## src/shared/rrs_cfg.svh

```systemverilog
// refresh sequencer constants: port decodes, field positions, timing
// assumes inclusion by bare name from the design file
`ifndef RRS_CFG_SVH
`define RRS_CFG_SVH
// interval timer i/o ports
`define RRS_PORT_CNT1 8'h41
`define RRS_PORT_CTRL 8'h43
// refresh configuration byte fields
`define RRS_MODE_HI_BIT 3
`define RRS_MODE_LO_BIT 2
`define RRS_SLOW_BIT 0
`define RRS_CBR_BIT 1
// refresh intervals in ns and the slow/standard ratio
`define RRS_STD_INTERVAL_NS 15625
`define RRS_SLOW_INTERVAL_NS 125000
`define RRS_SLOW_RATIO (`RRS_SLOW_INTERVAL_NS / `RRS_STD_INTERVAL_NS)
// oscillator prescaler feeding the counter
`define RRS_OSC_KHZ 14318
`define RRS_PRESCALE 4'hc
// reset values
`define RRS_CNT_RST 16'h0000
`define RRS_ROW_RST 10'h000
`define RRS_RW_RST 2'h3
`define RRS_MODE_RST 3'h2
`endif

```

## src/shared/rrs_pkg.sv

```systemverilog
// refresh sequencer types
// assumes rrs_cfg.svh lives alongside
package rrs_pkg;
  typedef logic [7:0] rrs_byte_t;
  typedef logic [9:0] rrs_row_t;
  typedef enum logic [1:0] {
    RRS_SYNC = 2'b00,
    RRS_ASYNC = 2'b01,
    RRS_DECPL = 2'b10
  } rrs_mode_e;
  typedef enum logic [2:0] {
    RRS_IDLE = 3'b000,
    RRS_HOLD = 3'b001,
    RRS_ADDR = 3'b010,
    RRS_ISSUE = 3'b011,
    RRS_SYNC_WAIT = 3'b100,
    RRS_DEC_WAIT = 3'b101
  } rrs_state_e;
endpackage

```

## src/rrs_refresh_sequencer.sv

```systemverilog
// refresh interval counter, refresh/dma arbitration and refresh sequencer
// assumes all inputs synchronous to mclk; osc_tick pulses once per osc cycle
`timescale 1ns/1ps
`include "rrs_cfg.svh"

module rrs_refresh_sequencer (
  input wire logic mclk,
  input wire logic rst_n,
  input wire logic osc_tick,
  input wire logic sysclk,
  input wire logic processor_clock,
  input wire rrs_pkg::rrs_byte_t refresh_config_register,
  input wire rrs_pkg::rrs_byte_t io_addr,
  input wire rrs_pkg::rrs_byte_t io_wdata,
  input wire logic io_write_strobe,
  input wire logic io_read_strobe,
  input wire logic dma_request,
  input wire logic hlda,
  input wire logic cpu_t1_or_idle,
  input wire logic isa_refresh_done,
  input wire logic dram_refresh_done,
  input wire logic burst_ready_ack_in_n,
  input wire logic rdy_in_n,
  output logic hold,
  output rrs_pkg::rrs_row_t sys_addr,
  output logic sys_addr_oe_n,
  output rrs_pkg::rrs_row_t dram_row_col_bus,
  output logic ext_address_latch_strobe,
  output logic isa_refresh_req,
  output logic dram_refresh_req,
  output logic dram_cbr_sel,
  output logic isa_stall,
  output logic dram_stall,
  output logic burst_ready_ack_n,
  output logic isa_ready_ack_n,
  output logic dma_grant,
  output logic refresh_timer_output,
  output rrs_pkg::rrs_byte_t io_rdata,
  output logic io_rdata_valid
);
  import rrs_pkg::*;

  function automatic rrs_byte_t sel_byte(input logic [15:0] v, input logic hi);
    sel_byte = hi ? v[15:8] : v[7:0];
  endfunction

  logic [3:0] pre_r;
  logic [15:0] cnt_r, reload_r, lat_r;
  logic [1:0] rw_r;
  logic [2:0] cmode_r;
  logic bcd_r, null_r, load_pend_r, wr_ph_r, rd_ph_r, lat_v_r;
  logic stat_v_r;
  rrs_byte_t lsb_r, stat_r;
  logic out_prev_r;
  logic [2:0] slow_cnt_r;
  logic ref_pend_r, ref_samp_r, dma_samp_r, ref_go_r;
  logic sys_q_r, cpu_q_r;
  rrs_state_e state_r, state_nxt;
  rrs_mode_e mode_r;
  rrs_row_t row_r;
  logic isa_busy_r, dram_busy_r;

  // port decode; reads of the control port do nothing
  wire wr_cnt = io_write_strobe & (io_addr == `RRS_PORT_CNT1);
  wire wr_ctl = io_write_strobe & (io_addr == `RRS_PORT_CTRL);
  wire rd_cnt = io_read_strobe & (io_addr == `RRS_PORT_CNT1);
  wire cw_c1 = io_wdata[7:6] == 2'b01;
  wire cw_latch = wr_ctl & cw_c1 & (io_wdata[5:4] == 2'b00);
  wire cw_prog = wr_ctl & cw_c1 & (io_wdata[5:4] != 2'b00);
  wire rb = wr_ctl & (io_wdata[7:6] == 2'b11) & io_wdata[2];
  wire rb_cnt = rb & ~io_wdata[5];
  wire rb_st = rb & ~io_wdata[4];

  // count write assembly, lsb/msb order follows the rw field
  wire wr_done = wr_cnt & ((rw_r != 2'b11) | wr_ph_r);
  wire [15:0] wr_val = (rw_r == 2'b01) ? {8'h00, io_wdata} :
                       (rw_r == 2'b10) ? {io_wdata, 8'h00} :
                       {io_wdata, lsb_r};

  // prescaled tick; gate is tied on so every tick counts except one in a counter 1 programming control word or last count byte write cycle
  wire cnt_tick = osc_tick & (pre_r == `RRS_PRESCALE - 4'h1);
  wire mode3 = cmode_r[1:0] == 2'b11;
  wire [15:0] cnt_dec = cnt_r - 16'h0001;
  wire [15:0] cnt_nxt = (cnt_r == 16'h0001) ? reload_r : cnt_dec;
  wire out_nxt = mode3 ? (cnt_nxt > {1'b0, reload_r[15:1]}) :
                 (cnt_nxt != 16'h0001);

  // read mux: latched status first, then latched count, then live count
  wire rd_last = (rw_r != 2'b11) | rd_ph_r;
  wire [7:0] rd_byte = stat_v_r ? stat_r :
                       lat_v_r ? sel_byte(lat_r, rd_ph_r & (rw_r == 2'b11) | rw_r == 2'b10) :
                       sel_byte(cnt_r, rd_ph_r & (rw_r == 2'b11) | rw_r == 2'b10);

  // prescaler from the oscillator
  always_ff @(posedge mclk) begin
    if (!rst_n) begin
      pre_r <= 4'h0;
    end else if (osc_tick) begin
      pre_r <= cnt_tick ? 4'h0 : pre_r + 4'h1;
    end
  end

  // control word, count load and count-down
  always_ff @(posedge mclk) begin
    if (!rst_n) begin
      rw_r <= `RRS_RW_RST;
      cmode_r <= `RRS_MODE_RST;
      bcd_r <= 1'b0;
      null_r <= 1'b1;
      load_pend_r <= 1'b0;
      reload_r <= `RRS_CNT_RST;
      cnt_r <= `RRS_CNT_RST;
      refresh_timer_output <= 1'b1;
    end else begin
      if (cw_prog) begin
        rw_r <= io_wdata[5:4];
        cmode_r <= io_wdata[3:1];
        bcd_r <= io_wdata[0];
        null_r <= 1'b1;
        load_pend_r <= 1'b0;
        refresh_timer_output <= 1'b1;
      end
      if (wr_done) begin
        reload_r <= wr_val;
        load_pend_r <= 1'b1;
        null_r <= 1'b1;
      end
      if (cnt_tick & ~cw_prog & ~wr_done) begin
        if (load_pend_r) begin
          cnt_r <= reload_r;
          load_pend_r <= 1'b0;
          null_r <= 1'b0;
        end else begin
          cnt_r <= cnt_nxt;
          refresh_timer_output <= out_nxt;
        end
      end
    end
  end

  // write/read byte phases and the latch commands
  always_ff @(posedge mclk) begin
    if (!rst_n) begin
      wr_ph_r <= 1'b0;
      rd_ph_r <= 1'b0;
      lsb_r <= 8'h00;
      lat_r <= `RRS_CNT_RST;
      lat_v_r <= 1'b0;
      stat_r <= 8'h00;
      stat_v_r <= 1'b0;
    end else begin
      if (wr_cnt & (rw_r == 2'b11)) begin
        wr_ph_r <= ~wr_ph_r;
        lsb_r <= io_wdata;
      end
      if (rd_cnt) begin
        if (stat_v_r) begin
          stat_v_r <= 1'b0;
        end else begin
          rd_ph_r <= (rw_r == 2'b11) & ~rd_ph_r;
          if (rd_last) begin
            lat_v_r <= 1'b0;
          end
        end
      end
      // a second latch before the first is read keeps the first value
      if ((cw_latch | rb_cnt) & ~lat_v_r) begin
        lat_r <= cnt_r;
        lat_v_r <= 1'b1;
      end
      if (rb_st & ~stat_v_r) begin
        stat_r <= {refresh_timer_output, null_r, rw_r, cmode_r, bcd_r};
        stat_v_r <= 1'b1;
      end
      if (cw_prog) begin
        wr_ph_r <= 1'b0;
        rd_ph_r <= 1'b0;
        lat_v_r <= 1'b0;
      end
    end
  end

  // read data answers one cycle after the strobe; 43h reads as zero
  always_ff @(posedge mclk) begin
    if (!rst_n) begin
      io_rdata <= 8'h00;
      io_rdata_valid <= 1'b0;
    end else begin
      io_rdata <= rd_cnt ? rd_byte : 8'h00;
      io_rdata_valid <= rd_cnt;
    end
  end

  // timer edge, optionally thinned eight-fold for slow refresh
  wire tmr_rise = refresh_timer_output & ~out_prev_r;
  wire slow_en = refresh_config_register[`RRS_SLOW_BIT];
  wire slow_last = slow_cnt_r == 3'(`RRS_SLOW_RATIO - 1);
  wire ref_event = tmr_rise & (~slow_en | slow_last);
  wire take = (state_r == RRS_IDLE) & (state_nxt != RRS_IDLE);
  wire sys_rise = sysclk & ~sys_q_r;
  wire sys_fall = ~sysclk & sys_q_r;
  wire cpu_rise = processor_clock & ~cpu_q_r;

  always_ff @(posedge mclk) begin
    if (!rst_n) begin
      out_prev_r <= 1'b1;
      slow_cnt_r <= 3'h0;
    end else begin
      out_prev_r <= refresh_timer_output;
      if (tmr_rise) begin
        slow_cnt_r <= slow_last ? 3'h0 : slow_cnt_r + 3'h1;
      end
    end
  end

  // pending request: a new timer event beats the clear by a take
  always_ff @(posedge mclk) begin
    if (!rst_n) begin
      ref_pend_r <= 1'b0;
    end else if (ref_event) begin
      ref_pend_r <= 1'b1;
    end else if (take) begin
      ref_pend_r <= 1'b0;
    end
  end

  // refresh sampled on sysclk rise, dma on fall, winner moved to cpu clock
  always_ff @(posedge mclk) begin
    if (!rst_n) begin
      sys_q_r <= 1'b0;
      cpu_q_r <= 1'b0;
      ref_samp_r <= 1'b0;
      dma_samp_r <= 1'b0;
      ref_go_r <= 1'b0;
      dma_grant <= 1'b0;
    end else begin
      sys_q_r <= sysclk;
      cpu_q_r <= processor_clock;
      if (take) begin
        ref_samp_r <= 1'b0;
      end else if (sys_rise) begin
        ref_samp_r <= ref_pend_r;
      end
      if (sys_fall) begin
        dma_samp_r <= dma_request;
      end
      if (take) begin
        ref_go_r <= 1'b0;
      end else if (cpu_rise) begin
        ref_go_r <= ref_samp_r & ~dma_samp_r;
        dma_grant <= dma_samp_r & (state_r == RRS_IDLE) & ~ref_go_r;
      end
    end
  end

  // refresh sequence
  wire cfg_hi = refresh_config_register[`RRS_MODE_HI_BIT];
  wire cfg_lo = refresh_config_register[`RRS_MODE_LO_BIT];
  wire [1:0] cfg_mode = {cfg_hi, cfg_lo};
  wire busy = isa_busy_r | dram_busy_r;

  always_comb begin
    state_nxt = state_r;
    case (state_r)
      RRS_IDLE: begin
        if (ref_go_r & ~busy) begin
          state_nxt = cfg_hi ? RRS_DEC_WAIT : RRS_HOLD;
        end
      end
      RRS_HOLD: begin
        if (hlda) begin
          state_nxt = RRS_ADDR;
        end
      end
      RRS_ADDR: state_nxt = RRS_ISSUE;
      RRS_ISSUE: begin
        state_nxt = (mode_r == RRS_SYNC) ? RRS_SYNC_WAIT : RRS_IDLE;
      end
      RRS_SYNC_WAIT: begin
        if (~busy) begin
          state_nxt = RRS_IDLE;
        end
      end
      RRS_DEC_WAIT: begin
        if (cpu_t1_or_idle) begin
          state_nxt = RRS_ADDR;
        end
      end
      default: state_nxt = RRS_IDLE;
    endcase
  end

  // output decode from the next state so each pin is a flop
  wire n_issue = state_nxt == RRS_ISSUE;
  wire n_bus = (state_nxt == RRS_ADDR) | n_issue | (state_nxt == RRS_SYNC_WAIT);
  wire n_hold = (state_nxt == RRS_HOLD) | n_bus;
  wire not_dec = mode_r != RRS_DECPL;
  wire isa_busy_nxt = n_issue | (isa_busy_r & ~isa_refresh_done);
  wire dram_busy_nxt = n_issue | (dram_busy_r & ~dram_refresh_done);

  always_ff @(posedge mclk) begin
    if (!rst_n) begin
      state_r <= RRS_IDLE;
      mode_r <= RRS_SYNC;
      row_r <= `RRS_ROW_RST;
      isa_busy_r <= 1'b0;
      dram_busy_r <= 1'b0;
    end else begin
      state_r <= state_nxt;
      if (take) begin
        mode_r <= cfg_hi ? RRS_DECPL : rrs_mode_e'(cfg_mode);
      end
      if (state_r == RRS_ISSUE) begin
        row_r <= row_r + 10'h001;
      end
      // each side finishes on its own done pulse
      isa_busy_r <= isa_busy_nxt;
      dram_busy_r <= dram_busy_nxt;
    end
  end

  // bus, strobe and request pins
  always_ff @(posedge mclk) begin
    if (!rst_n) begin
      hold <= 1'b0;
      sys_addr <= `RRS_ROW_RST;
      sys_addr_oe_n <= 1'b1;
      dram_row_col_bus <= `RRS_ROW_RST;
      ext_address_latch_strobe <= 1'b0;
      isa_refresh_req <= 1'b0;
      dram_refresh_req <= 1'b0;
      dram_cbr_sel <= 1'b0;
    end else begin
      // hold spans the whole sync refresh, in async from the hold request through the issue
      hold <= n_hold & ~(state_r == RRS_IDLE & cfg_hi) & (not_dec | take & ~cfg_hi);
      sys_addr <= row_r;
      sys_addr_oe_n <= ~(n_bus & not_dec);
      dram_row_col_bus <= row_r;
      // low during address setup, rising as requests go out
      ext_address_latch_strobe <= n_issue;
      isa_refresh_req <= n_issue;
      dram_refresh_req <= n_issue;
      dram_cbr_sel <= refresh_config_register[`RRS_CBR_BIT];
    end
  end

  // stalls and ready withholding while a refresh is outstanding
  always_ff @(posedge mclk) begin
    if (!rst_n) begin
      isa_stall <= 1'b0;
      dram_stall <= 1'b0;
      burst_ready_ack_n <= 1'b1;
      isa_ready_ack_n <= 1'b1;
    end else begin
      isa_stall <= isa_busy_nxt;
      dram_stall <= dram_busy_nxt;
      burst_ready_ack_n <= dram_busy_nxt | burst_ready_ack_in_n;
      isa_ready_ack_n <= isa_busy_nxt | rdy_in_n;
    end
  end
endmodule

```

## config.mk

```make
export PLATFORM = sky130hd
export DESIGN_NAME = rrs_refresh_sequencer
export DESIGN_NICKNAME = d
export VERILOG_FILES = /design/src/shared/rrs_pkg.sv /design/src/rrs_refresh_sequencer.sv
export VERILOG_INCLUDE_DIRS = /design/src /design/src/shared
export SDC_FILE = /design/constraint.sdc
export NUM_CORES = 1
export LEC_CHECK = 0
export BUFFER_PORTS_ARGS = -buffer_cell sky130_fd_sc_hd__buf_2
export CAP_MARGIN = 25
export CORE_MARGIN = 2
export CORE_UTILIZATION = 48
export DETAILED_ROUTE_END_ITERATION = 6
export GPL_TIMING_DRIVEN = 0
export PLACE_DENSITY = 0.68
export SYNTH_ARGS = -nofsm -noshare
export SYNTH_HDL_FRONTEND = slang
export SYNTH_SLANG_ARGS = --single-unit
```

## constraint.sdc

```tcl
create_clock -name mclk -period 3.4 [get_ports mclk]
set_input_delay 1.02 -clock mclk [delete_from_list [all_inputs] [get_ports mclk]]
set_output_delay 1.02 -clock mclk [all_outputs]
set_load 0.02 [all_outputs]
```

**Yosys cells after proc, flatten, opt, wreduce, memory -nomap -nowiden**

Cells that the tools add are included.

- Div/mod/pow operators: 0
- $lt $le $gt $ge: 1
- $mul: 0
- Eq/ne operators: 24
- Add/sub/neg operators: 4
- Muxes and demuxes: 38
- Reduce and logical (&&, ||, !) cells: 15
- Shift-type cells: 0
- Bitwise operators: 73

Operators with widths:

| cell | number |
|---|---|
| $mux 16 | 3 |
| $mux 8 | 5 |
| $and 1x1->1 | 36 |
| $not 1->1 | 23 |
| $mux 3 | 7 |
| $mux 1 | 20 |
| $pmux 3 s6 | 1 |
| $eq 16x1->1 const B | 1 |
| $eq 8x7->1 const B | 2 |
| $gt 16x15->1 | 1 |
| $ne 16x1->1 const B | 1 |
| $sub 16x1->16 const B | 1 |
| $or 1x1->1 | 14 |
| $eq 3x2->1 const B | 4 |
| $eq 3x3->1 const B | 4 |
| $add 10x1->10 const B | 1 |
| $reduce_bool 2->1 | 5 |
| $eq 2x2->1 const B | 4 |
| $eq 3x1->1 const B | 2 |
| $reduce_and 2->1 | 3 |
| $add 4x1->4 const B | 1 |
| $eq 2x1->1 const B | 2 |
| $eq 4x4->1 const B | 1 |
| $logic_not 2->1 | 2 |
| 9 further kinds | 11 |

- Bits in writable memories: 0
- Bits of input ports: 38
- Memory bits (read-only): 0
- Memories kept: 0
- Flip-flop bits (word level): 134
- Latch bits: 0
- Output and inout bits: 41
- Word-level logic and storage cells: 194

**Depth between registers and ports, before layout**

Gate-level depths: netlist (run 1).

- Depth in word-level cells: 11
- Depth in mapped cells: 18

**Worst setup path before layout (run 1)**

No wires, ideal clock.

- Path type: input to register
- Start: input port io_addr[5]
- End: register refresh_timer_output
- Setup slack: 409 ps
- Buffers on the path: 1
- Data arrival time: 2871 ps
- Data required time: 3280 ps
- Cell stages on the path: 8
- Cells stage by stage: or4b_4 nor4_4 o21ai_2 and3_1 buf_2 a211oi_1 a31oi_1 o31a_1

- Longest elaborated chain between the ends: 8

Ends and longest elaborated chain:

| item | RTL line | text |
|---|---|---|
| from (decl) | rrs_refresh_sequencer.sv:13 | `input wire rrs_pkg::rrs_byte_t io_addr,` |
| $eq 8x7->1 (no source line) | -- |  |
| $and 1x1->1 | rrs_refresh_sequencer.sv:65 | `` wire wr_ctl = io_write_strobe & (io_addr == `RRS_PORT_CTRL); `` |
| $and 1x1->1 (2 in series) | rrs_refresh_sequencer.sv:69 | `wire cw_prog = wr_ctl & cw_c1 & (io_wdata[5:4] != 2'b00);` |
| $not 1->1 | rrs_refresh_sequencer.sv:128 | `if (cnt_tick & ~cw_prog & ~wr_done) begin` |
| $and 1x1->1 (2 in series) | rrs_refresh_sequencer.sv:128 |  |
| $mux 1 (*) | rrs_refresh_sequencer.sv:128 |  |
| to (signal assigned) | rrs_refresh_sequencer.sv:135 | `refresh_timer_output <= out_nxt;` |
| to (decl) | rrs_refresh_sequencer.sv:37 | `output logic refresh_timer_output,` |

Every way passes the cells marked *; elsewhere a longest branch is shown, timed or not.
A chain may end at the register's enable or synchronous reset.

**Final worst setup path (run 1)**

- Start: register cnt_r[0]
- End: register refresh_timer_output

- Longest elaborated chain between the ends: 6

Ends and longest elaborated chain:

| item | RTL line | text |
|---|---|---|
| from (decl) | rrs_refresh_sequencer.sv:48 | `logic [15:0] cnt_r, reload_r, lat_r;` |
| from (signal assigned) | rrs_refresh_sequencer.sv:112 | `` cnt_r <= `RRS_CNT_RST; `` |
| from (signal assigned) | rrs_refresh_sequencer.sv:130 | `cnt_r <= reload_r;` |
| from (signal assigned) | rrs_refresh_sequencer.sv:134 | `cnt_r <= cnt_nxt;` |
| $sub 16x1->16 / $eq 16x1->1 (equally long branches) | rrs_refresh_sequencer.sv:83, rrs_refresh_sequencer.sv:84 |  |
| $mux 16 (*) | rrs_refresh_sequencer.sv:84 | `wire [15:0] cnt_nxt = (cnt_r == 16'h0001) ? reload_r : cnt_dec;` |
| $gt 16x15->1 / $ne 16x1->1 (equally long branches) | rrs_refresh_sequencer.sv:85, rrs_refresh_sequencer.sv:86 |  |
| $mux 1 (*) | rrs_refresh_sequencer.sv:85 | `wire out_nxt = mode3 ? (cnt_nxt > {1'b0, reload_r[15:1]}) :` |
| $mux 1 (*) | rrs_refresh_sequencer.sv:129 | `if (load_pend_r) begin` |
| $mux 1 (*) | rrs_refresh_sequencer.sv:128 |  |

Marks and branches as above.

==> impl_metrics.env, run 1 <==
export IMPL_ctsHoldBuffers=0
export IMPL_p_leak_uw=0.00331
export IMPL_p_int_uw=2720
export IMPL_grt_pass1_wl_um=28300
export IMPL_synth_seq_cells=134
export IMPL_diodes=0
export IMPL_outcome="completed"
export IMPL_wl_per_cell_um=17.4
export IMPL_min_from="slow_cnt_r[2]$_SDFFE_PN0P_"
export IMPL_finalCritPeriodShare_pct=92.7
export IMPL_power_net_switching_uw=691
export IMPL_crit_path_end_kind="register"
export IMPL_required_ns=3.71
export IMPL_die_h_um=121
export IMPL_mostFrequentLayoutCells="133 x dfxtp_1, 114 x nor2_1, 79 x buf_2"
export IMPL_initial_utilization_pct=49.3
export IMPL_critPathMaxStageDelay_ns=0.41
export IMPL_grt_ovfl_total=0
export IMPL_critPathKind="reg2reg"
export IMPL_synth_largest_type_area_fraction_pct=41.1
export IMPL_clkTransAtPathRegs_ns=0.06
export IMPL_pwr_share_seq_pct=46.3
export IMPL_cts_root_buf="clkbuf_16"
export IMPL_critPathLaunchType="register"
export IMPL_arrival_ns=3.46
export IMPL_startpoint="cnt_r[0]$_SDFFE_PN0P_"
export IMPL_finalHoldViolations=0
export IMPL_synthesis_nets=797
export IMPL_clockBufferDepth=2
export IMPL_tightest_slew_ns=0.773
export IMPL_ys_seq_area_share_pct=41.1
export IMPL_rows=42
export IMPL_wl_um=17700
export IMPL_core_area_sq_mm=0.0132
export IMPL_mappedNetlistArea_sq_mm=0.00653
export IMPL_die_area_sq_mm=0.0146
export IMPL_drc=0
export IMPL_fin_skew_ns=0.0101
export IMPL_grt_use_total_pct=25.2
export IMPL_vdd_ir_drop_worst_uv=300
export IMPL_area_growth_pct=18.8
export IMPL_relSlewSlack_pct=48.1
export IMPL_layout_setup_ws_ns=0.248
export IMPL_synth_enable_flop_cells=0
export IMPL_synth_main_ff_cell="dfxtp_1"
export IMPL_cts_sinks=134
export IMPL_io_buffers=72
export IMPL_r2r_start="cnt_r[0]$_SDFFE_PN0P_"
export IMPL_drv_cap=0
export IMPL_drive_gt1_share_pct=18.0
export IMPL_period_needed_ns=3.15
export IMPL_cts_buffers=17
export IMPL_postRouteAntennaNets=0
export IMPL_netlist_instances=738
export IMPL_slowest_stage="nor4_2"
export IMPL_cts_tree="done"
export IMPL_antenna_found_initial=0
export IMPL_gp_congestion=0.934
export IMPL_path_buf_inv=1
export IMPL_first_global_vias=5437
export IMPL_layout_commonest_cell="dfxtp_1"
export IMPL_power_uw=3410
export IMPL_via_count=5641
export IMPL_fin_nets=893
export IMPL_yosysWarningCount=0
export IMPL_grt_max_degree=17
export IMPL_finalInstanceArea_sq_mm=0.00775
export IMPL_drt_iter0_markers=333
export IMPL_synth_top_area_cell="dfxtp_1"
export IMPL_timing_fmax_mhz=317
export IMPL_synth_area_top_cells="dfxtp_1 41%, mux2i_1 9.4%, nor2_1 6.7%"
export IMPL_critPathMaxFanout=10
export IMPL_pre_cts_ws_ns=-0.0758
export IMPL_whs_ns=0.469
export IMPL_cp_cell_sequence="buf_2 -> nor4_2 -> nand2_1 -> or3_1 -> xor2_1 -> o21ai_1 -> ha_1 -> a21oi_1 -> nor2b_1 -> o21ai_0 -> o2111ai_1 -> o22ai_1 -> a31oi_1 -> o31a_1"
export IMPL_chipWidth_um=121
export IMPL_clk_latency_ns=0.42
export IMPL_hpwl_um=13500
export IMPL_synthArstFlopShare_pct=0
export IMPL_finalCoreUtilization_pct=58.6
export IMPL_avgSynthCellArea_sq_um=8.85
export IMPL_first_pass_iters=5
export IMPL_finalMaxSlewViolations=0
export IMPL_p_comb_share_pct=2.8
export IMPL_swShare_pct=20.2
export IMPL_place_area_sq_mm=0.00711
export IMPL_hold_class="reg2reg"
export IMPL_p_clk_share_pct=50.9
export IMPL_yosysUniqueCellTypes=57
export IMPL_p_per_area_mw_per_mm2=440
export IMPL_htreeDepth=4
export IMPL_via_per_inst=5.54
export IMPL_critical_path_top_delay_family="compound AO/OA/AOI/OAI gates"
export IMPL_io_pins=79
export IMPL_setup_viol=0
[worst reg2reg max path, delay by kind of cell, from the launching register on]
| kind | cells | cell delay (ns) |
|---|---|---|
| compound gates | 7 | 1.12 |
| xor+xnor | 1 | 0.15 |
| fa+ha+maj | 1 | 0.31 |
| buf+inv | 1 | 0.19 |
| flops | 1 | 0.31 |
| simple gates | 4 | 0.96 |
[path summary, 6_finish.rpt]
check	endpoint	slack, ns	cells past startpoint
worst max-delay path	refresh_timer_output$_SDFF_PN1_	0.25	14
worst min-delay path	slow_cnt_r[2]$_SDFFE_PN0P_	0.47	2
worst max register to register	refresh_timer_output$_SDFF_PN1_	0.25	14
worst min register to register	slow_cnt_r[2]$_SDFFE_PN0P_	0.47	2
[area by class of cell]
class,instances,area (sq um)
Fill cell,1194,5490
Multi-Input combinational cell,523,3510
Sequential cell,134,2680
Clock buffer,23,478
Timing Repair Buffer,79,413
Buffer,52,275
Tap cell,176,220
Inverter,27,101
Clock inverter,5,75.1
[sequential cells by signal (all words and copies together), names as in the netlist, 4 cells and up]
signal	count
stat_r	8
io_rdata	8
row_r	10
dram_row_col_bus	10
reload_r	16
pre_r	4
cnt_r	16
lsb_r	8
lat_r	16
[metrics by stage]
stage	setup TNS, ns	std cells
final	0	1019
after global routing	-0.00499	1019
after CTS	0	1013
after detailed placement	-0.0758	986
after global placement	-0.0672	986
after floorplan	0	738
[synthesized netlist by cell type (3+ instances only)]
cell,instances
nand3b_1,6
nand2_1,57
a21o_1,3
nor3_1,13
xnor2_1,10
mux4_2,8
o211a_1,8
and3_1,6
nand4b_1,3
buf_4,12
dfxtp_1,134
and2_1,17
nor2_1,116
o21ai_0,15
a211oi_1,17
a211o_1,4
ha_1,21
a21oi_1,41
nor4_1,5
nand3_1,23
buf_2,8
buf_1,3
nand4_1,9
nand2b_1,9
o211ai_1,9
xor2_1,15
inv_1,26
nor2b_1,7
clkbuf_1,28
o21ai_1,6
mux2i_1,61
or3_1,4
buf_6,3
[metal layers]
metal  vias up  track usage (%)  wire, um
li1       2764                -         -
met1      2655             33.3      7830
met2       190             40.0      8170
met3        32             5.71      1210
met4         0             9.88       501
met5         -                0         0
[logic make-up after synthesis]
logic type | after synthesis | share of synthesized area [%]
xor gates and xnor gates | 25 | 3.35
and+or+nand+nor | 290 | 21.8
AOI/OAI and AO/OA | 118 | 11.7
buffers and inverters | 81 | 5.85
adders and majority gates | 21 | 4.02
DFF | 134 | 41.1
muxes | 69 | 12.1
[power groups by stage]
| stage | Sequential [uW] | Clock [uW] | Combinational (uW) |
|---|---|---|---|
| floorplan | 1620 | 0 | 40.2 |
| global placement | 1610 | 0 | 90.1 |
| detailed placement | 1610 | 0 | 93.6 |
| CTS | 1580 | 1760 | 93.9 |
| global route | 1580 | 1840 | 102 |
| finish | 1580 | 1740 | 94.7 |
[timing repair]
item,CTS,global route
pin swaps,0,4
endpoints found under the setup margin,1,1
buffers inserted,0,7
gates resized for setup,2,10
(Power assumes the default switching activity.)
==> run 2: changes to the inputs <==
- REMOVE_ABC_BUFFERS: unset -> 1
- clock period: 3.4 -> 3.85 ns (I/O delays scaled with it)
==> impl_metrics.env, run 2 (same netlist as run 1, synthesis figures left out) <==
export IMPL_startpoint="cnt_r[0]$_SDFFE_PN0P_"
export IMPL_drc=4
export IMPL_cts_sinks=134
export IMPL_p_int_uw=2470
export IMPL_cts_tree="done"
export IMPL_area_growth_pct=15.3
export IMPL_io_buffers=74
export IMPL_drt_iter0_markers=354
export IMPL_fin_nets=841
export IMPL_relSlewSlack_pct=30.6
export IMPL_die_area_sq_mm=0.0146
export IMPL_first_global_vias=5154
export IMPL_antenna_found_initial=0
export IMPL_tightest_slew_ns=1.04
export IMPL_mostFrequentLayoutCells="134 x dfxtp_1, 115 x nor2_1, 74 x buf_2"
export IMPL_stdcell_count=971
export IMPL_postRouteAntennaNets=0
export IMPL_initial_utilization_pct=49.3
export IMPL_gp_congestion=0.947
export IMPL_p_per_area_mw_per_mm2=414
export IMPL_io_pins=79
export IMPL_hpwl_um=11100
export IMPL_critPathMaxFanout=15
export IMPL_layout_commonest_cell="dfxtp_1"
export IMPL_via_count=5414
export IMPL_critPathLaunchType="register"
export IMPL_htreeDepth=4
export IMPL_reg_top3="cnt_r x16, lat_r x16, reload_r x16"
export IMPL_grt_max_degree=55
export IMPL_chipWidth_um=121
export IMPL_arrival_ns=3.83
export IMPL_crit_path_end_kind="register"
export IMPL_pwr_share_seq_pct=44.7
export IMPL_clk_latency_ns=0.42
export IMPL_r2r_end="refresh_timer_output$_SDFF_PN1_"
export IMPL_cts_buffers=17
export IMPL_place_inst=938
export IMPL_finalMaxSlewViolations=0
export IMPL_finalCoreUtilization_pct=56.9
export IMPL_r2r_start="cnt_r[0]$_SDFFE_PN0P_"
export IMPL_rows=42
export IMPL_swShare_pct=20.8
export IMPL_critPathKind="reg2reg"
export IMPL_rsz0062_at_grt="no"
export IMPL_violations="DRC"
export IMPL_first_pass_iters=7
export IMPL_grt_use_total_pct=22.2
export IMPL_vdd_ir_drop_worst_uv=266
export IMPL_rr_worst_depth=12
export IMPL_grt_pass1_wl_um=25500
export IMPL_wl_um=15500
export IMPL_drv_cap=0
export IMPL_power_uw=3120
export IMPL_clkTransAtPathRegs_ns=0.06
export IMPL_p_clk_share_pct=52.9
export IMPL_via_per_inst=5.58
export IMPL_rrSetupSlack_ns=0.32
export IMPL_hold_class="reg2reg"
export IMPL_worstSetupEndpoint="refresh_timer_output$_SDFF_PN1_"
export IMPL_finalHoldViolations=0
export IMPL_core_area_sq_mm=0.0132
export IMPL_timing_fmax_mhz=284
export IMPL_diodes=0
export IMPL_ctsHoldBuffers=0
export IMPL_p_comb_share_pct=2.4
export IMPL_whs_ns=0.470
export IMPL_fin_skew_ns=0.00643
export IMPL_drive_gt1_share_pct=16.2
export IMPL_power_net_switching_uw=648
export IMPL_setup_viol=0
export IMPL_grt_ovfl_total=0
export IMPL_outcome="complete, but fails checks"
export IMPL_required_ns=4.15
export IMPL_finalCritPeriodShare_pct=91.6
export IMPL_clockBufferDepth=2
export IMPL_p_leak_uw=0.00318
export IMPL_cts_root_buf="clkbuf_16"
export IMPL_period_needed_ns=3.53
export IMPL_die_h_um=121
export IMPL_wl_per_cell_um=15.9
[run 2: cell types whose count changed in the layout (fill, tap and decap cells not counted), moves of 2 or more]
cell,before,now
buf_2,79,74
buf_4,19,3
buf_1,3,0
a21oi_1,39,41
inv_6,0,2
clkbuf_1,29,2
clkinvlp_4,0,2
a21oi_2,2,0
buf_6,3,0
[run 2: power by group through the flow]
| stage | registers, uW | clock network, uW | logic, uW |
|---|---|---|---|
| 5_1_grt | 1400 | 1740 | 82.3 |
| 4_1_cts | 1400 | 1680 | 75.6 |
| 3_5_place_dp | 1430 | 0 | 74.9 |
| 6_report | 1400 | 1650 | 75.2 |
| 2_1_floorplan | 1430 | 0 | 27.5 |
| 3_3_place_gp | 1430 | 0 | 69.3 |
[run 2: metal layers]
| layer | part of all wire (%) | wire length (um) | global-route usage, % | vias up |
|---|---|---|---|---|
| met1 | 43 | 6720 | 28.0 | 2532 |
| met5 | 0 | 0 | 0 | - |
| met3 | 7.2 | 1110 | 5.33 | 22 |
| li1 | - | - | - | 2652 |
| met4 | 2.0 | 303 | 8.65 | 0 |
| met2 | 47 | 7330 | 36.8 | 208 |
[run 2: repair_timing]
item                                    4_1_cts  5_1_grt
gates resized for setup                       0        2
buffers inserted                              0        0
endpoints found under the setup margin        0        1
[run 2: critical path, stage by stage (launching register included)]
cell	delay (ns)
dfxtp_1	0.63
ha_1	0.29
nand3b_1	0.29
or2_1	0.53
a21oi_1	0.31
inv_1	0.07
ha_1	0.30
nand4_1	0.18
nor4_1	0.31
nor2_1	0.07
o22ai_1	0.18
a31oi_1	0.12
o31a_1	0.13
[run 2: layout make-up]
type | instances | area (sq um)
clock buffer | 21 | 460
clock inverter | 11 | 146
fill | 1213 | 5710
inverter | 27 | 101
multi-input combinational | 523 | 3480
sequential | 134 | 2680
tap | 176 | 220
timing repair buffer | 79 | 440
[run 2: how the worst min path moves through the flow]
stage                          startpoint                         end  depth (start not counted)
4_1_cts            mode_r[0]$_SDFFE_PN0P_      mode_r[0]$_SDFFE_PN0P_                          2
3_3_place_gp   slow_cnt_r[1]$_SDFFE_PN0P_  slow_cnt_r[1]$_SDFFE_PN0P_                          2
6_report           mode_r[0]$_SDFFE_PN0P_      mode_r[0]$_SDFFE_PN0P_                          2
3_5_place_dp       mode_r[0]$_SDFFE_PN0P_      mode_r[0]$_SDFFE_PN0P_                          2
5_1_grt        slow_cnt_r[1]$_SDFFE_PN0P_  slow_cnt_r[1]$_SDFFE_PN0P_                          2
2_1_floorplan  slow_cnt_r[1]$_SDFFE_PN0P_  slow_cnt_r[1]$_SDFFE_PN0P_                          2
[run 2: metrics by stage]
step                      setup TNS [ns]  setup WS (ns)  cell area (sq um)
after CTS                              0         0.0621               7490
after global placement            -38.64          -1.99               6840
after floorplan                   -18.63          -1.11               6250
after global routing                   0         0.0394               7530
after detailed placement          -0.596         -0.127               6890
final                                  0          0.324               7530
==> run 3: changes to the inputs <==
- CORE_MARGIN: 2 -> unset
- MAX_ROUTING_LAYER: unset -> met4
==> impl_metrics.env, run 3 (same netlist as run 1, synthesis figures left out) <==
export IMPL_wl_um=15500
export IMPL_power_uw=2980
export IMPL_grt_use_total_pct=23.9
export IMPL_rsz0062_at_grt="no"
export IMPL_cp_cell_sequence="buf_2 -> or4b_4 -> nor3_2 -> o211ai_1 -> buf_6 -> and3_1 -> a211oi_1 -> a31oi_1 -> o31a_1"
export IMPL_clockBufferDepth=2
export IMPL_mostFrequentLayoutCells="134 x dfxtp_1, 115 x nor2_1, 74 x buf_2"
export IMPL_critical_path_top_delay_family="simple AND/OR/NAND/NOR gates"
export IMPL_first_pass_iters=5
export IMPL_place_inst=937
export IMPL_stdcell_count=970
export IMPL_layout_commonest_cell="dfxtp_1"
export IMPL_swShare_pct=21.8
export IMPL_die_h_um=119
export IMPL_drc=0
export IMPL_tightest_slew_ns=1.05
export IMPL_fin_skew_ns=0.00554
export IMPL_fin_nets=842
export IMPL_critPathKind="in2reg"
export IMPL_antenna_found_initial=0
export IMPL_io_pins=79
export IMPL_rows=42
export IMPL_outcome="completed"
export IMPL_p_comb_share_pct=2.4
export IMPL_via_per_inst=5.60
export IMPL_grt_pass1_wl_um=26100
export IMPL_required_ns=4.15
export IMPL_initial_utilization_pct=49.3
export IMPL_relSlewSlack_pct=30.3
export IMPL_drt_iter0_markers=500
export IMPL_vdd_ir_drop_worst_uv=276
export IMPL_slowest_stage="or4b_4"
export IMPL_reg_top3="cnt_r x16, lat_r x16, reload_r x16"
export IMPL_clk_latency_ns=0.41
export IMPL_wl_per_cell_um=16.0
export IMPL_cts_root_buf="clkbuf_16"
export IMPL_diodes=0
export IMPL_core_area_sq_mm=0.0132
export IMPL_path_buf_inv=2
export IMPL_area_growth_pct=14.2
export IMPL_postRouteAntennaNets=0
export IMPL_cts_sinks=134
export IMPL_grt_max_degree=89
export IMPL_timing_fmax_mhz=286
export IMPL_clkTransAtPathRegs_ns=0.06
export IMPL_critPathLaunchType="primary input"
export IMPL_io_buffers=74
export IMPL_arrival_ns=3.80
export IMPL_via_count=5436
export IMPL_filler_cell_count=1206
export IMPL_first_global_vias=5231
export IMPL_die_area_sq_mm=0.0141
export IMPL_hpwl_um=10900
export IMPL_grt_ovfl_total=0
export IMPL_critPathMaxStageDelay_ns=0.56
export IMPL_p_leak_uw=0.00315
export IMPL_gp_congestion=0.962
export IMPL_power_net_switching_uw=651
export IMPL_tns_ns=0
export IMPL_p_int_uw=2330
export IMPL_critPathMaxFanout=29
export IMPL_p_clk_share_pct=50.8
export IMPL_htreeDepth=4
export IMPL_drive_gt1_share_pct=16.4
export IMPL_cts_buffers=17
export IMPL_finalInstanceArea_sq_mm=0.00745
export IMPL_place_area_sq_mm=0.00687
export IMPL_chipWidth_um=119
export IMPL_finalHoldViolations=0
export IMPL_cts_tree="done"
export IMPL_pwr_share_seq_pct=46.8
export IMPL_hold_class="reg2reg"
export IMPL_crit_path_end_kind="register"
export IMPL_finalCritPeriodShare_pct=90.7
export IMPL_p_per_area_mw_per_mm2=400
export IMPL_drv_cap=0
export IMPL_setup_viol=0
export IMPL_period_needed_ns=3.49
export IMPL_finalCoreUtilization_pct=56.3
export IMPL_finalMaxSlewViolations=0
run 3: cell types whose count changed in the layout (fill, tap and decap cells not counted), moves of 2 or more:
cell       change
clkinv_4       +2
clkbuf_1       -2
bufinv_16      -2
buf_4          +2
run 3: worst reg2reg max path, cell delays in order, from the launching register on:
cell	delay (ns)
dfxtp_1	0.41
nor4_2	0.42
nand3b_1	0.27
nor2_2	0.59
nor2_1	0.12
a21oi_1	0.26
inv_1	0.09
ha_1	0.29
nand4_1	0.13
nor4_1	0.30
nor2_1	0.07
o22ai_1	0.16
a31oi_1	0.12
o31a_1	0.14
run 3: power by group through the flow:
stage | clock network (uW) | registers, uW | logic [uW]
after CTS | 1540 | 1400 | 73.1
final | 1510 | 1400 | 72.6
after global placement | 0 | 1430 | 69.3
after floorplan | 0 | 1430 | 27.5
after global routing | 1610 | 1400 | 80.0
after detailed placement | 0 | 1430 | 72.2
run 3: final timing paths:
kind / cells past startpoint / start / slack, ns / end
hold reg to reg: 2 / slow_cnt_r[1]$_SDFFE_PN0P_ / 0.48 / slow_cnt_r[1]$_SDFFE_PN0P_
setup reg to reg: 13 / cnt_r[11]$_SDFFE_PN0P_ / 0.40 / refresh_timer_output$_SDFF_PN1_
setup / recovery: 9 / io_addr[5] / 0.36 / refresh_timer_output$_SDFF_PN1_
hold / removal: 2 / slow_cnt_r[1]$_SDFFE_PN0P_ / 0.48 / slow_cnt_r[1]$_SDFFE_PN0P_
run 3: stage by stage:
step / hold WS [ns] / worst slack (ns)
floorplan: 0.436 / -1.11
global placement: 0.442 / -1.94
detailed placement: 0.466 / -0.262
CTS: 0.476 / 0.165
global route: 0.494 / 0.0129
finish: 0.476 / 0.358
run 3: repair_timing:
| action | 4_1_cts | 5_1_grt |
|---|---|---|
| setup endpoints to repair | 0 | 1 |
| gates resized for setup | 0 | 1 |
| hold buffers | 0 | 0 |
| setup buffers | 0 | 3 |
run 3: layer usage:
layer | routed length, um | vias to the layer above | GRT usage, %
met5 | 0 | - | -
met4 | 366 | 0 | 9.26
met3 | 1040 | 26 | 5.26
met2 | 7430 | 208 | 38.3
met1 | 6670 | 2548 | 29.4
li1 | - | 2654 | -
run 3: cell type report:
type,count,area (sq um),area share [%]
Sequential cell,134,2680,36.0
Tap cell,176,220,2.95
Clock buffer,19,453,6.08
Timing Repair Buffer,80,419,5.62
Clock inverter,11,101,1.36
Multi-Input combinational cell,523,3470,46.6
Inverter,27,104,1.39
